===== config.mk =====
export PLATFORM = sky130hd
export DESIGN_NAME = drive_hotplug_power_ctrl
export DESIGN_NICKNAME = d
export VERILOG_FILES = /design/src/drive_pwr_pkg.sv /design/src/drive_hotplug_power_ctrl.sv
export SDC_FILE = /design/constraint.sdc
export NUM_CORES = 1
export LEC_CHECK = 0
export BUFFER_PORTS_ARGS = -buffer_cell sky130_fd_sc_hd__clkbuf_2
export CAP_MARGIN = 20
export CORE_MARGIN = 2
export CORE_UTILIZATION = 60
export DETAILED_ROUTE_END_ITERATION = 8
export GPL_ROUTABILITY_DRIVEN = 0
export HOLD_SLACK_MARGIN = 0.1
export PLACE_DENSITY = 0.79
export SETUP_SLACK_MARGIN = 0.4
export SYNTH_ARGS = -nofsm -noshare
export SYNTH_HDL_FRONTEND = slang
export SYNTH_SLANG_ARGS = --single-unit

===== constraint.sdc =====
create_clock -name CLK_SYS_I -period 10.1 [get_ports CLK_SYS_I]
set_input_delay 1.01 -clock CLK_SYS_I [delete_from_list [all_inputs] [get_ports CLK_SYS_I]]
set_output_delay 1.01 -clock CLK_SYS_I [all_outputs]
set_load 0.01 [all_outputs]

===== src/drive_pwr_pkg.sv =====
// Shared constants and types for the drive hot-plug power controller.
package drive_pwr_pkg;
   localparam int NUM_DRIVES = 2;
   localparam int CLK_MHZ = 200;
   localparam int BOARD_CLK_MHZ = 10;
   // Retry and stagger periods are one third of a second.
   localparam int RETRY_PERIOD_US = 333333;
   localparam int RETRY_CYCLES = RETRY_PERIOD_US * CLK_MHZ;
   // Over-current blanking after each switch enable.
   localparam int BLANK_NS = 640;
   localparam int CLK_PERIOD_NS = 1000 / CLK_MHZ;
   localparam int BLANK_CYCLES = (BLANK_NS + CLK_PERIOD_NS - 1) / CLK_PERIOD_NS;
   localparam int TMR_W = 27;
   localparam int BLANK_W = 8;
   localparam logic [BLANK_W-1:0] BLANK_LAST = BLANK_W'(BLANK_CYCLES - 1);
   localparam int BLINK_CYCLES = 40000000;
   localparam int FLASH_ADDR_W = 19;
   localparam logic [FLASH_ADDR_W-1:0] BOOT_BLOCK_BASE = 19'h7_0000;

   typedef enum logic [1:0] {
      LED_DARK,
      LED_GREEN,
      LED_YELLOW
   } led_color_t;

   // One power command from either management side.
   typedef struct packed {
      logic valid;
      logic on;
      logic drive;
   } pwr_cmd_t;

   // Status word gathered per drive.
   typedef struct packed {
      logic present;
      logic on_cmd;
      logic rail12_on;
      logic rail5_on;
      logic fault12;
      logic fault5;
   } drive_status_t;
endpackage

===== src/drive_hotplug_power_ctrl.sv =====
// Two-drive hot-plug power controller with rail retry, stagger and status LEDs.
// Operation
// Report drive detection to the host; never power a drive unprompted.
// Host sends an explicit power-on command after presence is reported.
// A depower command switches off both rails of that drive.
// After reinsertion the host must command power-on again.
// Separate 12 V and 5 V switch enables per drive.
// Over-current on a rail turns off only that rail.
// Tripped rail retries every third of a second until clear or depowered.
// Over-current is ignored for 640 ns after each switch enable.
// Drive start-ups are serialised by an interlock.
// A waiting drive starts a third of a second after the previous one.
// One bi-colour indicator per drive, colour plus blink.
// Blink green is activity, yellow blink is fault, solid green or dark neither.
// Drive status is offered to both management sides.
// Commands are accepted from the drive bus side and the I2C side.
// LEDs and rail switches are driven as plain controller outputs.
// Boot block in top of program store is write protected.
// I2C management stays isolated until system power good.
// Presence comes from each connector interlock input.
// All timing derives from one clock.
// Blink periods are parameters.
`timescale 1ns/1ps
module drive_hotplug_power_ctrl
   import drive_pwr_pkg::*;
#(
   parameter int RETRY_CNT = RETRY_CYCLES,
   parameter int BLINK_CNT = BLINK_CYCLES
) (
   // Clock and reset
   input wire logic CLK_SYS_I,
   input wire logic RST_I,
   // Drive connector side
   input wire logic [NUM_DRIVES-1:0] INTERLOCK_I,
   input wire logic [NUM_DRIVES-1:0] OC12_I,
   input wire logic [NUM_DRIVES-1:0] OC5_I,
   input wire logic [NUM_DRIVES-1:0] ACTIVITY_I,
   output logic [NUM_DRIVES-1:0] EN12_O,
   output logic [NUM_DRIVES-1:0] EN5_O,
   output logic [NUM_DRIVES-1:0] LED_GREEN_O,
   output logic [NUM_DRIVES-1:0] LED_YELLOW_O,
   // Management commands
   input wire logic SYSTEM_POWER_GOOD_I,
   input wire drive_pwr_pkg::pwr_cmd_t I2C_CMD_I,
   input wire drive_pwr_pkg::pwr_cmd_t BUS_CMD_I,
   // Status to management
   output drive_pwr_pkg::drive_status_t [NUM_DRIVES-1:0] I2C_STATUS_O,
   output drive_pwr_pkg::drive_status_t [NUM_DRIVES-1:0] BUS_STATUS_O,
   output logic I2C_LINK_EN_O,
   output logic [NUM_DRIVES-1:0] PRESENT_EVT_O,
   // Program store write guard
   input wire logic FLASH_WR_REQ_I,
   input wire logic [FLASH_ADDR_W-1:0] FLASH_WR_ADDR_I,
   output logic FLASH_WR_EN_O
);
   import drive_pwr_pkg::*;

   logic [NUM_DRIVES-1:0] il_meta_reg, il_sync_reg, il_prev_reg;
   logic [NUM_DRIVES-1:0] oc12_meta_reg, oc12_sync_reg, oc5_meta_reg, oc5_sync_reg;
   logic [NUM_DRIVES-1:0] act_meta_reg, act_sync_reg;
   logic pg_meta_reg, pg_sync_reg;
   logic [NUM_DRIVES-1:0] on_cmd_reg, on_cmd_next;
   logic [NUM_DRIVES-1:0] started_reg, started_next;
   logic [NUM_DRIVES-1:0] trip12_reg, trip5_reg;
   logic [NUM_DRIVES-1:0] en12_reg, en5_reg;
   logic [BLANK_W-1:0] blank12_reg [NUM_DRIVES];
   logic [BLANK_W-1:0] blank5_reg [NUM_DRIVES];
   logic [TMR_W-1:0] retry12_reg [NUM_DRIVES];
   logic [TMR_W-1:0] retry5_reg [NUM_DRIVES];
   logic [TMR_W-1:0] stagger_reg;
   logic [TMR_W-1:0] blink_reg;
   logic blink_ph_reg;
   logic [NUM_DRIVES-1:0] led_g_reg, led_y_reg;

   function automatic logic timer_done(input logic [TMR_W-1:0] t, input int lim);
      timer_done = (t >= TMR_W'(lim - 1));
   endfunction

   // Either management side may issue a command; I2C is ignored until power good.
   wire i2c_ok = pg_sync_reg;
   wire pwr_cmd_t cmd = (I2C_CMD_I.valid && i2c_ok) ? I2C_CMD_I : BUS_CMD_I;
   wire stagger_busy = !timer_done(stagger_reg, RETRY_CNT);
   wire [NUM_DRIVES-1:0] present = il_sync_reg;
   // Lowest-numbered waiting drive wins the interlock.
   wire [NUM_DRIVES-1:0] waiting = on_cmd_reg & ~started_reg & present;
   wire [NUM_DRIVES-1:0] grant = stagger_busy ? '0 : (waiting & (~waiting + 1'b1));

   always_comb begin
      on_cmd_next = on_cmd_reg;
      started_next = started_reg;
      if (cmd.valid) begin
         on_cmd_next[cmd.drive] = cmd.on;
      end
      for (int d = 0; d < NUM_DRIVES; d++) begin
         if (!present[d]) begin
            on_cmd_next[d] = 1'b0;
         end
         if (!on_cmd_next[d]) begin
            started_next[d] = 1'b0;
         end else if (grant[d]) begin
            started_next[d] = 1'b1;
         end
      end
   end

   always_ff @(posedge CLK_SYS_I or posedge RST_I) begin
      if (RST_I) begin
         il_meta_reg <= '0;
         il_sync_reg <= '0;
         il_prev_reg <= '0;
         oc12_meta_reg <= '0;
         oc12_sync_reg <= '0;
         oc5_meta_reg <= '0;
         oc5_sync_reg <= '0;
         act_meta_reg <= '0;
         act_sync_reg <= '0;
         pg_meta_reg <= 1'b0;
         pg_sync_reg <= 1'b0;
      end else begin
         il_meta_reg <= INTERLOCK_I;
         il_sync_reg <= il_meta_reg;
         il_prev_reg <= il_sync_reg;
         oc12_meta_reg <= OC12_I;
         oc12_sync_reg <= oc12_meta_reg;
         oc5_meta_reg <= OC5_I;
         oc5_sync_reg <= oc5_meta_reg;
         act_meta_reg <= ACTIVITY_I;
         act_sync_reg <= act_meta_reg;
         pg_meta_reg <= SYSTEM_POWER_GOOD_I;
         pg_sync_reg <= pg_meta_reg;
      end
   end

   always_ff @(posedge CLK_SYS_I or posedge RST_I) begin
      if (RST_I) begin
         on_cmd_reg <= '0;
         started_reg <= '0;
         stagger_reg <= '1;
      end else begin
         on_cmd_reg <= on_cmd_next;
         started_reg <= started_next;
         if (|grant) begin
            stagger_reg <= '0;
         end else if (stagger_busy) begin
            stagger_reg <= stagger_reg + 1'b1;
         end
      end
   end

   // Per-rail trip, blanking and retry; both rails share one pattern.
   for (genvar d = 0; d < NUM_DRIVES; d++) begin : g_rail
      wire want = started_reg[d];
      wire blank12_done = (blank12_reg[d] == BLANK_LAST);
      wire blank5_done = (blank5_reg[d] == BLANK_LAST);
      wire trip12_now = en12_reg[d] && blank12_done && oc12_sync_reg[d];
      wire trip5_now = en5_reg[d] && blank5_done && oc5_sync_reg[d];
      wire retry12_go = trip12_reg[d] && timer_done(retry12_reg[d], RETRY_CNT);
      wire retry5_go = trip5_reg[d] && timer_done(retry5_reg[d], RETRY_CNT);

      always_ff @(posedge CLK_SYS_I or posedge RST_I) begin
         if (RST_I) begin
            en12_reg[d] <= 1'b0;
            en5_reg[d] <= 1'b0;
            trip12_reg[d] <= 1'b0;
            trip5_reg[d] <= 1'b0;
            blank12_reg[d] <= '0;
            blank5_reg[d] <= '0;
            retry12_reg[d] <= '0;
            retry5_reg[d] <= '0;
         end else begin
            // Blanking restarts on every fresh enable, including retries.
            blank12_reg[d] <= (!en12_reg[d]) ? '0 :
               (blank12_done ? blank12_reg[d] : blank12_reg[d] + 1'b1);
            blank5_reg[d] <= (!en5_reg[d]) ? '0 :
               (blank5_done ? blank5_reg[d] : blank5_reg[d] + 1'b1);
            retry12_reg[d] <= trip12_reg[d] ? retry12_reg[d] + 1'b1 : '0;
            retry5_reg[d] <= trip5_reg[d] ? retry5_reg[d] + 1'b1 : '0;
            if (!want) begin
               en12_reg[d] <= 1'b0;
               en5_reg[d] <= 1'b0;
               trip12_reg[d] <= 1'b0;
               trip5_reg[d] <= 1'b0;
            end else begin
               en12_reg[d] <= !trip12_now && (en12_reg[d] || !trip12_reg[d] || retry12_go);
               en5_reg[d] <= !trip5_now && (en5_reg[d] || !trip5_reg[d] || retry5_go);
               trip12_reg[d] <= trip12_now || (trip12_reg[d] && !retry12_go);
               trip5_reg[d] <= trip5_now || (trip5_reg[d] && !retry5_go);
            end
         end
      end
   end

   // The blink period has its own parameter, BLINK_CNT; a shared divider keeps LEDs in step.
   always_ff @(posedge CLK_SYS_I or posedge RST_I) begin
      if (RST_I) begin
         blink_reg <= '0;
         blink_ph_reg <= 1'b0;
      end else if (timer_done(blink_reg, BLINK_CNT)) begin
         blink_reg <= '0;
         blink_ph_reg <= ~blink_ph_reg;
      end else begin
         blink_reg <= blink_reg + 1'b1;
      end
   end

   wire [NUM_DRIVES-1:0] fault = trip12_reg | trip5_reg;
   wire [NUM_DRIVES-1:0] powered = en12_reg & en5_reg;
   always_ff @(posedge CLK_SYS_I or posedge RST_I) begin
      if (RST_I) begin
         led_g_reg <= '0;
         led_y_reg <= '0;
      end else begin
         for (int d = 0; d < NUM_DRIVES; d++) begin
            // Fault blinks yellow against green when present, else against dark.
            led_y_reg[d] <= fault[d] && blink_ph_reg;
            led_g_reg[d] <= fault[d] ? (present[d] && !blink_ph_reg) :
               (powered[d] && (!act_sync_reg[d] || blink_ph_reg));
         end
      end
   end

   always_comb begin
      for (int d = 0; d < NUM_DRIVES; d++) begin
         I2C_STATUS_O[d] = '{present[d], on_cmd_reg[d], en12_reg[d], en5_reg[d],
            trip12_reg[d], trip5_reg[d]};
      end
   end

   assign BUS_STATUS_O = I2C_STATUS_O;
   assign PRESENT_EVT_O = il_sync_reg & ~il_prev_reg;
   assign I2C_LINK_EN_O = pg_sync_reg;
   assign EN12_O = en12_reg;
   assign EN5_O = en5_reg;
   assign LED_GREEN_O = led_g_reg;
   assign LED_YELLOW_O = led_y_reg;
   // Updates arrive only over the I2C link and never reach the boot block.
   assign FLASH_WR_EN_O = FLASH_WR_REQ_I && i2c_ok &&
      (FLASH_WR_ADDR_I < BOOT_BLOCK_BASE);

   // Independent count of cycles since the last start, kept apart from the stagger timer.
   // It saturates, so the very first start after reset is always allowed.
   logic [TMR_W-1:0] since_start_reg;
   always_ff @(posedge CLK_SYS_I or posedge RST_I) begin
      if (RST_I) begin
         since_start_reg <= '1;
      end else if (|grant) begin
         since_start_reg <= '0;
      end else if (since_start_reg != '1) begin
         since_start_reg <= since_start_reg + 1'b1;
      end
   end

   // A depower may land on the very edge that raises the rail, so look back to the grant.
   a_no_self_power: assert property (@(posedge CLK_SYS_I) disable iff (RST_I)
      $rose(en12_reg[0]) |-> $past(on_cmd_reg[0], 2)) else $error("drive powered unprompted");
   a_depower_both: assert property (@(posedge CLK_SYS_I) disable iff (RST_I)
      !on_cmd_reg[0] |=> ##1 !EN12_O[0] && !EN5_O[0]) else $error("rails stayed on");
   a_trip_one_rail: assert property (@(posedge CLK_SYS_I) disable iff (RST_I)
      en12_reg[0] && blank12_reg[0] == BLANK_LAST && oc12_sync_reg[0] && !oc5_sync_reg[0]
      && en5_reg[0] && started_reg[0] && on_cmd_next[0] |=> !en12_reg[0] && en5_reg[0])
      else $error("wrong rail tripped");
   a_blank_ignore: assert property (@(posedge CLK_SYS_I) disable iff (RST_I)
      $rose(en5_reg[1]) |-> !trip5_reg[1] [*8]) else $error("trip in blanking");
   a_single_start: assert property (@(posedge CLK_SYS_I) disable iff (RST_I)
      $onehot0(grant)) else $error("two drives started");
   a_stagger_gap: assert property (@(posedge CLK_SYS_I) disable iff (RST_I)
      |grant |=> !(|grant) [*8]) else $error("start too soon");
   a_led_fault: assert property (@(posedge CLK_SYS_I) disable iff (RST_I)
      led_y_reg[0] |-> $past(fault[0])) else $error("yellow without fault");
   a_i2c_isolated: assert property (@(posedge CLK_SYS_I) disable iff (RST_I)
      !pg_sync_reg |-> !I2C_LINK_EN_O && !FLASH_WR_EN_O) else $error("link not isolated");
   a_stagger_span: assert property (@(posedge CLK_SYS_I) disable iff (RST_I)
      |grant |-> since_start_reg >= TMR_W'(RETRY_CNT - 1)) else $error("stagger too short");
   a_retry_release: assert property (@(posedge CLK_SYS_I) disable iff (RST_I)
      $rose(en12_reg[0]) && $past(trip12_reg[0]) |-> $past(retry12_reg[0]) >= TMR_W'(RETRY_CNT - 1))
      else $error("retry came early");
   a_trip_rail5: assert property (@(posedge CLK_SYS_I) disable iff (RST_I)
      en5_reg[1] && blank5_reg[1] == BLANK_LAST && oc5_sync_reg[1] |=> !en5_reg[1])
      else $error("rail5 not tripped");
   a_removal_clears: assert property (@(posedge CLK_SYS_I) disable iff (RST_I)
      !present[1] |=> !on_cmd_reg[1]) else $error("command kept after removal");
   a_depower_drive1: assert property (@(posedge CLK_SYS_I) disable iff (RST_I)
      !on_cmd_reg[1] |=> ##1 !EN12_O[1] && !EN5_O[1]) else $error("drive1 rails stayed on");
   a_led_dark: assert property (@(posedge CLK_SYS_I) disable iff (RST_I)
      !fault[0] && !powered[0] |=> !led_g_reg[0] && !led_y_reg[0]) else $error("LED lit idle");
   a_present_pulse: assert property (@(posedge CLK_SYS_I) disable iff (RST_I)
      PRESENT_EVT_O[0] |=> !PRESENT_EVT_O[0]) else $error("presence event too long");
   a_flash_guard: assert property (@(posedge CLK_SYS_I) disable iff (RST_I)
      FLASH_WR_EN_O |-> FLASH_WR_ADDR_I < BOOT_BLOCK_BASE) else $error("boot block written");
   c_power_on: cover property (@(posedge CLK_SYS_I) disable iff (RST_I) $rose(EN12_O[0]));
   c_trip: cover property (@(posedge CLK_SYS_I) disable iff (RST_I) $rose(trip5_reg[1]));
   c_both_wait: cover property (@(posedge CLK_SYS_I) disable iff (RST_I) &waiting);
   c_retry: cover property (@(posedge CLK_SYS_I) disable iff (RST_I)
      $rose(EN12_O[0]) && $past(trip12_reg[0]));
   c_depower: cover property (@(posedge CLK_SYS_I) disable iff (RST_I) $fell(EN5_O[0]));
endmodule


Word level (Yosys, flattened, before mapping)

Index checks and enable logic that the tools add are counted.

Bits in latches: 0
Memory bits (read-only): 0
Memories: 0
Memory bits (writable): 0
Bits in registers: 231
Word-level logic and storage cells: 173

Equality and inequality tests: 11
Reductions and logical operators: 60
Mux-type cells: 37
Magnitude comparators: 9
$add $sub $neg: 11
Shifts and indexed selects: 0
Div/mod/pow operators: 0
Bitwise gates (word level): 10
Multipliers: 0

Operators with widths:

| operator              | count |
|---|---|
| $mux 27               | 7 |
| $add 27x1->27 const B | 6 |
| $ge 27x26->1 const B  | 6 |
| $mux 8                | 8 |
| $add 8x1->8 const B   | 4 |
| $eq 8x7->1 const B    | 4 |
| $logic_and 1x1->1     | 30 |
| $lt 19x19->1 const B  | 1 |
| $mux 1                | 17 |
| $logic_not 1->1       | 15 |
| $logic_or 1x1->1      | 14 |
| $and 2x2->2           | 5 |
| $ne 2x2->1 const B    | 4 |
| $ne 2x1->1 const B    | 3 |
| $not 2->2             | 3 |
| $mux 2                | 2 |
| $mux 3                | 1 |
| $add 2x1->2 const B   | 1 |
| $bwmux 2              | 1 |
| $lt 1x2->1 const B    | 1 |
| $or 2x2->2            | 1 |
| $reduce_or 2->1       | 1 |
| $demux 1 s1           | 1 |
| $ge 1x1->1 const B    | 1 |
| $not 1->1             | 1 |

Longest topological paths before layout

Gate-level depths: netlist (run 1).

Word-level depth: 10
Depth in mapped cells: 8

Least setup slack after synthesis (run 1)

OpenSTA, ideal clock, no wires.

Kind: input -> output
From: input FLASH_WR_REQ_I
To: output FLASH_WR_EN_O
Stages on the path: 2
Data arrival time: 1.282 ns
Slack: 7.808 ns
Buffers on the path: 0
Cell sequence: nand2_1 > a31oi_1

Word-level cells in the longest chain between the ends: 2

RTL lines:

| what                            | RTL line                        | source |
|---|---|---|
| from (decl)                     | drive_hotplug_power_ctrl.sv:52  | `input wire logic FLASH_WR_REQ_I,` |
| $logic_and 1x1->1 (2 in series) | drive_hotplug_power_ctrl.sv:237 | `assign FLASH_WR_EN_O = FLASH_WR_REQ_I && i2c_ok &&` |
| to (decl)                       | drive_hotplug_power_ctrl.sv:54  | `output logic FLASH_WR_EN_O` |

Every way passes these cells.

Final worst setup path (run 1)

From: register trip5_reg[0] (netlist: BUS_STATUS_O[0])
To: output BUS_STATUS_O[0] (netlist bit)

RTL lines:

| what                              | RTL line                        | source |
|---|---|---|
| from (decl)                       | drive_hotplug_power_ctrl.sv:64  | `logic [NUM_DRIVES-1:0] trip12_reg, trip5_reg;` |
| from (signal, indexed assignment) | drive_hotplug_power_ctrl.sv:187 | `trip5_reg[d] <= trip5_now \|\| (trip5_reg[d] && !retry5_go);` |
| to (decl)                         | drive_hotplug_power_ctrl.sv:48  | `output drive_pwr_pkg::drive_status_t [NUM_DRIVES-1:0] BUS_STATUS_O,` |

No word-level cell between the ends.

==> qor.yml, run 1 <==
placed_design:
  place_hpwl_mm: 14.3
  post_dp_cell_area_mm2: 0.0119
  placed_cells: 1387
  port-buffer-count: 56
grt:
  grt_max_degree: 112
  grt_pass1_vias: 8238
  grt_pass1_wl_mm: 38.9
  grt_overflow_total: 0
  antenna_found_initial: 0
  grt_util_all_layers: 0.230
power:
  p_switching_w: 0.000401
  seqPwrFrac: 0.478
  power.internal_w: 0.00158
  irDropWorstVdd_mv: 0.144
  cellPowerDensity_mw_per_mm2: 155
  clockPowerShare: 0.501
  cellLeakagePower_nw: 5.72
  p_total_w: 0.00198
  pwr-share-comb: 0.021
  swShare: 0.203
clock_network:
  postCtsSetupRepairBufs: 0
  clockBufferDepth: 3
  clk_pin_slew_ps: 60
  cts_sinks: 231
  htree_num_levels: 1
  cts-resized-gates: 0
  hold_buffers: 0
  cts_buffers: 25
  cts-root-buf: "clkbuf_16"
  insertion_delay_ps: 520
  cts_tree: "built"
route:
  drc: 0
  drt_iter0_markers: 434
  routed_via_density: 5.93
  wire_per_inst_um: 15.6
  drt_wl_total_mm: 22.3
  num_vias: 8484
  ant_nets: 0
  drt_pre_antenna_iters: 5
worst_setup_path:
  critPathArrivalTime_ps: 1670
  crit_chain: "clkbuf_2"
  crit_buf_inv: 1
  crit_slowest_cell: "dfrtp_1"
  slowest_delay_ps: 880
  crit_fanout: 31
  crit_required_ps: 9090
  startpoint_type: "flop"
  crit_path_end_kind: "output port"
  path_class: "flop to output port"
  cp_top_family: "flip-flops"
synthesis:
  postSynthAreaPerCell_um2: 10.1
  ys_ff_latch: 231
  synth_ff_type: "dfrtp_1"
  synth-async-reset-ratio: 1.00
  yosys-top-cells-count: "204 x dfrtp_1, 85 x nor2_1, 84 x nand2_1, 83 x and2_1, 71 x nand3_1"
  synth_nets: 1189
  synth_edf_count: 0
  yosysSeqAreaShare: 0.504
  syn-instance-count: 1142
  syn_area_mm2: 0.0115
  synth.most_common_cell: "dfrtp_1"
  yosysTopAreaCell: "dfrtp_1"
  synth_top_area_share: 0.443
  ys_types: 66
  ys_warn_count: 0
  netlist_top_cells_area: "dfrtp_1 44%, dfstp_2 6.2%, xnor2_1 4.6%"
layout:
  nNetsFinal: 1227
  final_cells: 1431
  area_delta_synth_final_pct: 10.6
  utilization: 0.680
  drive_gt1_frac: 0.127
  fin_area_mm2: 0.0128
  n_fill_cell: 1416
  num_antenna_cells: 0
timing:
  fin_skew_ps: 10.4
  slew_headroom: 0.291
  max_freq_mhz: 373
  tns_ps: 0
  drv_slew: 0
  rsz0062_at_grt: "false"
  finalHoldViolations: 0
  min_period_ps: 2680
  worst_pin_slew_ps: 1060
  min_period_over_period: 0.265
  setup_viol: 0
die:
  core_area_mm2: 0.0188
  initial_utilization: 0.615
  die_h_um: 143
  dieArea_mm2: 0.0203
  boundaryPins: 73
  fp.dieW_um: 143
  num_rows: 50
flow_run:
  max_cap_viol_count: 0
outcome:
  status: "finished, final reports clean"
worst_hold_path:
  hp-class: "flop to flop"
==> placed cells by master, fill, tap and decap left out, types with 6 or more instances in the layout <==
master	n
clkbuf_16	25
o211a_1	7
o21ai_0	34
nand3_1	71
dfstp_2	27
dfrtp_1	204
bufinv_16	6
clkbuf_2	56
and3_1	22
nand2_1	84
ha_1	10
a21boi_0	10
a21oi_1	29
xor2_1	61
nand2b_1	11
o21ai_1	8
nand4_1	48
inv_1	22
nor4_1	27
a31oi_1	28
and4_1	16
and2_1	83
or3_1	15
nor3_1	23
mux2i_1	14
nor2b_1	18
nor2_1	85
xnor2_1	61
==> power by group through the flow <==
stage               Sequential, W  Clock [W]  Combinational, W
finish                   0.000945   0.000991         0.0000409
global route             0.000946    0.00105         0.0000472
CTS                      0.000945    0.00101         0.0000428
detailed placement       0.000962          0         0.0000428
global placement         0.000961          0         0.0000418
floorplan                0.000957          0         0.0000275
==> layer usage <==
layer	vias to the layer above	share of wire	global-route usage
met5	-	0	0
met4	0	0.021	0.0610
met3	31	0.036	0.0339
met2	154	0.49	0.381
met1	4176	0.45	0.321
li1	4123	-	-
==> kinds of logic after synthesis <==
group,after synthesis,share of synthesized area
buf+inv,73,0.0329
xor+xnor,122,0.0926
flops,231,0.504
other cells,1,0.000325
simple gates,533,0.255
compound gates,157,0.0910
mux,15,0.0131
fa+ha+maj,10,0.0108
==> cell type report <==
class / count / area [um^2] / share of cell area
clock buffer: 33 / 686 / 0.0537
tap: 234 / 293 / 0.0229
inverter: 24 / 97.6 / 0.00765
timing repair buffer: 60 / 310 / 0.0243
sequential: 231 / 5810 / 0.456
multi-input combinational: 838 / 5350 / 0.419
clock inverter: 11 / 211 / 0.0166
==> per-stage QoR <==
stage | setup WS, ps | hold slack (ps)
finish | 7420 | 347
floorplan | 2800 | 331
global placement | 7560 | 332
global route | 7330 | 356
detailed placement | 7550 | 335
CTS | 7390 | 348
==> worst register-to-register path, cell delays in order, from the launching register on <==
cell	delay (ps)
dfstp_2	570
ha_1	260
a21oi_1	70
o211ai_1	330
a311oi_4	150
nand2b_1	540
a31oi_1	390
==> final timing paths <==
check	startpoint	to	slack, ps	cells past startpoint
min in group asynchronous	RST_I	blink_reg[11]$_DFF_PP0_	630	2
min	oc5_meta_reg[1]$_DFF_PP0_	oc5_sync_reg[1]$_DFF_PP0_	350	0
min reg2reg	oc5_meta_reg[1]$_DFF_PP0_	oc5_sync_reg[1]$_DFF_PP0_	350	0
max in group asynchronous	RST_I	retry5_reg[21]$_DFF_PP0_	8220	3
max	BUS_STATUS_O[0]$_DFF_PP0_	BUS_STATUS_O[0]	7420	1
max reg2reg	stagger_reg[0]$_DFFE_PP1P_	stagger_reg[7]$_DFFE_PP1P_	7710	6
Note: power is estimated with default switching activity, not from simulation.
==> inputs of run 2 (changes only) <==
--- a/config.mk
+++ b/config.mk
@@ -5,14 +5,15 @@
 export SDC_FILE = /design/constraint.sdc
 export NUM_CORES = 1
 export LEC_CHECK = 0
+export ABC_AREA = 1
 export BUFFER_PORTS_ARGS = -buffer_cell sky130_fd_sc_hd__clkbuf_2
 export CAP_MARGIN = 20
 export CORE_MARGIN = 2
-export CORE_UTILIZATION = 60
+export CORE_UTILIZATION = 56
 export DETAILED_ROUTE_END_ITERATION = 8
 export GPL_ROUTABILITY_DRIVEN = 0
 export HOLD_SLACK_MARGIN = 0.1
-export PLACE_DENSITY = 0.79
+export PLACE_DENSITY = 0.77
 export SETUP_SLACK_MARGIN = 0.4
 export SYNTH_ARGS = -nofsm -noshare
 export SYNTH_HDL_FRONTEND = slang
==> constraint.sdc (replaced) <==
create_clock -name CLK_SYS_I -period 2.17 [get_ports CLK_SYS_I]
set_input_delay 0.217 -clock CLK_SYS_I [delete_from_list [all_inputs] [get_ports CLK_SYS_I]]
set_output_delay 0.217 -clock CLK_SYS_I [all_outputs]
set_load 0.01 [all_outputs]
==> run 2 against run 1 <==
  * Wire length grew 41%
  * Critical path depth grew 9
  * Clock skew grew 11 ps
  * Global-route usage grew 2.3 points
  * Critical path type is now flop to flop
  * Critical endpoint is now stagger_reg[14]$_DFFE_PP1P_
  * Largest cell class is now multi-input combinational cells
  * Highest routed layer unchanged
==> qor.yml, run 2 <==
die:
  dieArea_mm2: 0.0239  # +17%
  initial_utilization: 0.566  # -0.0484
  core_area_mm2: 0.0224  # +20%
  boundaryPins: 73  # unchanged
  num_rows: 55  # +10%
  die_h_um: 155  # +8.4%
  fp.dieW_um: 155  # +8.4%
clock_network:
  cts_tree: "built"
  insertion_delay_ps: 540  # +20 ps
  cts_buffers: 26  # +4.0%
  htree_num_levels: 1  # unchanged
  cts-root-buf: "clkbuf_16"
  clockBufferDepth: 3  # unchanged
  cts_sinks: 231  # unchanged
  clk_pin_slew_ps: 60  # about the same
power:
  pwr-share-comb: 0.031  # +0.010
  clockPowerShare: 0.474  # -0.027
  power.internal_w: 0.00689  # +340%
  p_switching_w: 0.00197  # +390%
  irDropWorstVdd_mv: 0.488  # +240%
  swShare: 0.222  # +0.0189
  cellLeakagePower_nw: 7.01  # +23%
  seqPwrFrac: 0.495  # +0.017
  cellPowerDensity_mw_per_mm2: 573  # +270%
layout:
  num_antenna_cells: 0  # unchanged
  nNetsFinal: 1866  # +52%
  final_common_cell: "nand2_1"
  layout_common_cells: "290 x nand2_1, 219 x nor2_1, 218 x inv_1, 200 x dfrtp_1, 95 x nand3_1"
  drive_gt1_frac: 0.214  # +0.0873
  fin_area_mm2: 0.0155  # +21%
  area_delta_synth_final_pct: 21.8
outcome:
  status: "finished, final reports clean"
worst_setup_path:
  startpoint_type: "flop"
  critPathArrivalTime_ps: 2360  # +690 ps
  path_class: "flop to flop"
  crit_required_ps: 2630  # -6460 ps
  crit_path_end_kind: "flop"
  crit_fanout: 6  # -81%
route:
  drt_pre_antenna_iters: 6  # +1
  num_vias: 11800  # +39%
  drt_iter0_markers: 859  # +98%
  routed_via_density: 5.55  # -6.3%
  ant_nets: 0  # unchanged
  wire_per_inst_um: 14.8  # -5.2%
  drc: 0  # unchanged
  drt_wl_total_mm: 31.4  # +41%
synthesis:
  synth_nets: 1720  # +45%
  yosysSeqAreaShare: 0.458  # -0.0463
  syn_area_mm2: 0.0127  # +10%
  postSynthAreaPerCell_um2: 7.59  # -25%
  yosysTopAreaCell: "dfrtp_1"
  netlist_top_cells_area: "dfrtp_1 40%, nand2_1 9.7%, nor2_1 7.1%"
  yosys-top-cells-count: "328 x nand2_1, 239 x nor2_1, 228 x inv_1, 204 x dfrtp_1, 120 x nand3_1"
  ys_warn_count: 0  # unchanged
  synth-async-reset-ratio: 1.00  # unchanged
  ys_ff_latch: 231  # unchanged
  synth_ff_type: "dfrtp_1"
  synth.most_common_cell: "nand2_1"
  ys_types: 44  # -33%
  syn-instance-count: 1673  # +46%
  synth_top_area_share: 0.402  # -0.0406
  synth_edf_count: 0  # unchanged
timing:
  drv_slew: 0  # unchanged
  tns_ps: 0  # unchanged
  finalHoldViolations: 0  # unchanged
  fin_skew_ps: 21.4  # +11.0 ps
  slew_headroom: 0.474  # +0.183
  rsz0062_at_grt: "true"
  worst_pin_slew_ps: 787  # -276 ps
  setup_viol: 0  # unchanged
  min_period_ps: 1890
  max_freq_mhz: 529
  holdWs_ps: 166  # -181 ps
  min_period_over_period: 0.872
worst_hold_path:
  hp-class: "input pin to flop"
grt:
  grt_overflow_total: 0  # unchanged
  grt_pass1_vias: 11000  # +34%
  antenna_found_initial: 0  # unchanged
  grt_max_degree: 39  # -65%
  grt_pass1_wl_mm: 51.0  # +31%
  grt_util_all_layers: 0.253  # +0.0227
placed_design:
  post_dp_cell_area_mm2: 0.0133  # +12%
  port-buffer-count: 56  # unchanged
  place_hpwl_mm: 20.7  # +45%
flow_run:
  max_cap_viol_count: 0  # unchanged
-- run 2: final timing paths --
kind	start	to	slack [ps]	cells after the start
min in group asynchronous	RST_I	il_meta_reg[0]$_DFF_PP0_	380	3
worst max register to register	stagger_reg[24]$_DFFE_PP1P_	stagger_reg[14]$_DFFE_PP1P_	280	10
max in group asynchronous	RST_I	stagger_reg[20]$_DFFE_PP1P_	1130	4
worst max-delay path	stagger_reg[24]$_DFFE_PP1P_	stagger_reg[14]$_DFFE_PP1P_	280	10
worst min-delay path	BUS_CMD_I[2]	on_cmd_reg[1]$_DFF_PP0_	170	6
worst min register to register	oc5_meta_reg[1]$_DFF_PP0_	oc5_sync_reg[1]$_DFF_PP0_	350	0
-- run 2: cell families (layout without fill, tap and decap cells) --
group | Yosys count | after routing | synth area share
flip-flops | 231 | 231 | 0.458
XOR/XNOR | 50 | 50 | 0.0345
adder cells (fa/ha/maj) | 10 | 10 | 0.00985
AO/OA/AOI/OAI | 199 | 199 | 0.0841
multiplexers | 1 | 1 | 0.000887
AND/OR/NAND/NOR | 906 | 909 | 0.323
buffers and inverters | 275 | 438 | 0.0898
other | 1 | 1 | 0.000295
-- run 2: what timing repair did --
action	CTS	global route
hold buffers	12	0
endpoints found under the setup margin	51	107
pin swaps	23	48
buffers inserted	28	35
cloned	1	4
resized for setup	61	118
hold endpoints to repair	28	0
-- run 2: cell type report --
cell class	count	area (um^2)
Clock buffer	40	773
Clock inverter	8	55.1
Fill cell	1733	6960
Inverter	235	890
Multi-Input combinational cell	1170	6390
Sequential cell	231	5820
Tap cell	285	357
Timing Repair Buffer	155	1190
-- run 2: stage by stage --
step,std cells,worst slack [ps],util,total power (W)
global placement,1996,239,0.594,0.00470
global route,2124,199,0.690,0.00914
floorplan,1673,-1050,-,0.00458
detailed placement,1996,148,0.594,0.00470
finish,2124,278,0.690,0.00886
CTS,2085,320,0.657,0.00894
-- run 2: critical path: stages, from the launching register on --
cell      delay, ps
dfstp_2         610
nand3_2         130
buf_4           170
nand3b_1        200
a21oi_2         210
nor2_4           80
buf_6           140
nand3_1          90
nand2_1          90
nand2_2          70
nor2_1           30
-- run 2: metal layers --
layer	global-route usage	vias up	routed length, um
met5	0	-	0
met4	0.0767	0	936
met3	0.0356	85	1930
met2	0.422	418	15000
met1	0.345	5563	13600
li1	-	5731	-
-- run 2: power by group through the flow --
stage	logic, W	registers [W]	clock network, W
2_1_floorplan	0.000133	0.00445	0
3_3_place_gp	0.000237	0.00446	0
3_5_place_dp	0.000242	0.00446	0
4_1_cts	0.000263	0.00439	0.00429
5_1_grt	0.000305	0.00439	0.00444
6_report	0.000271	0.00439	0.00420
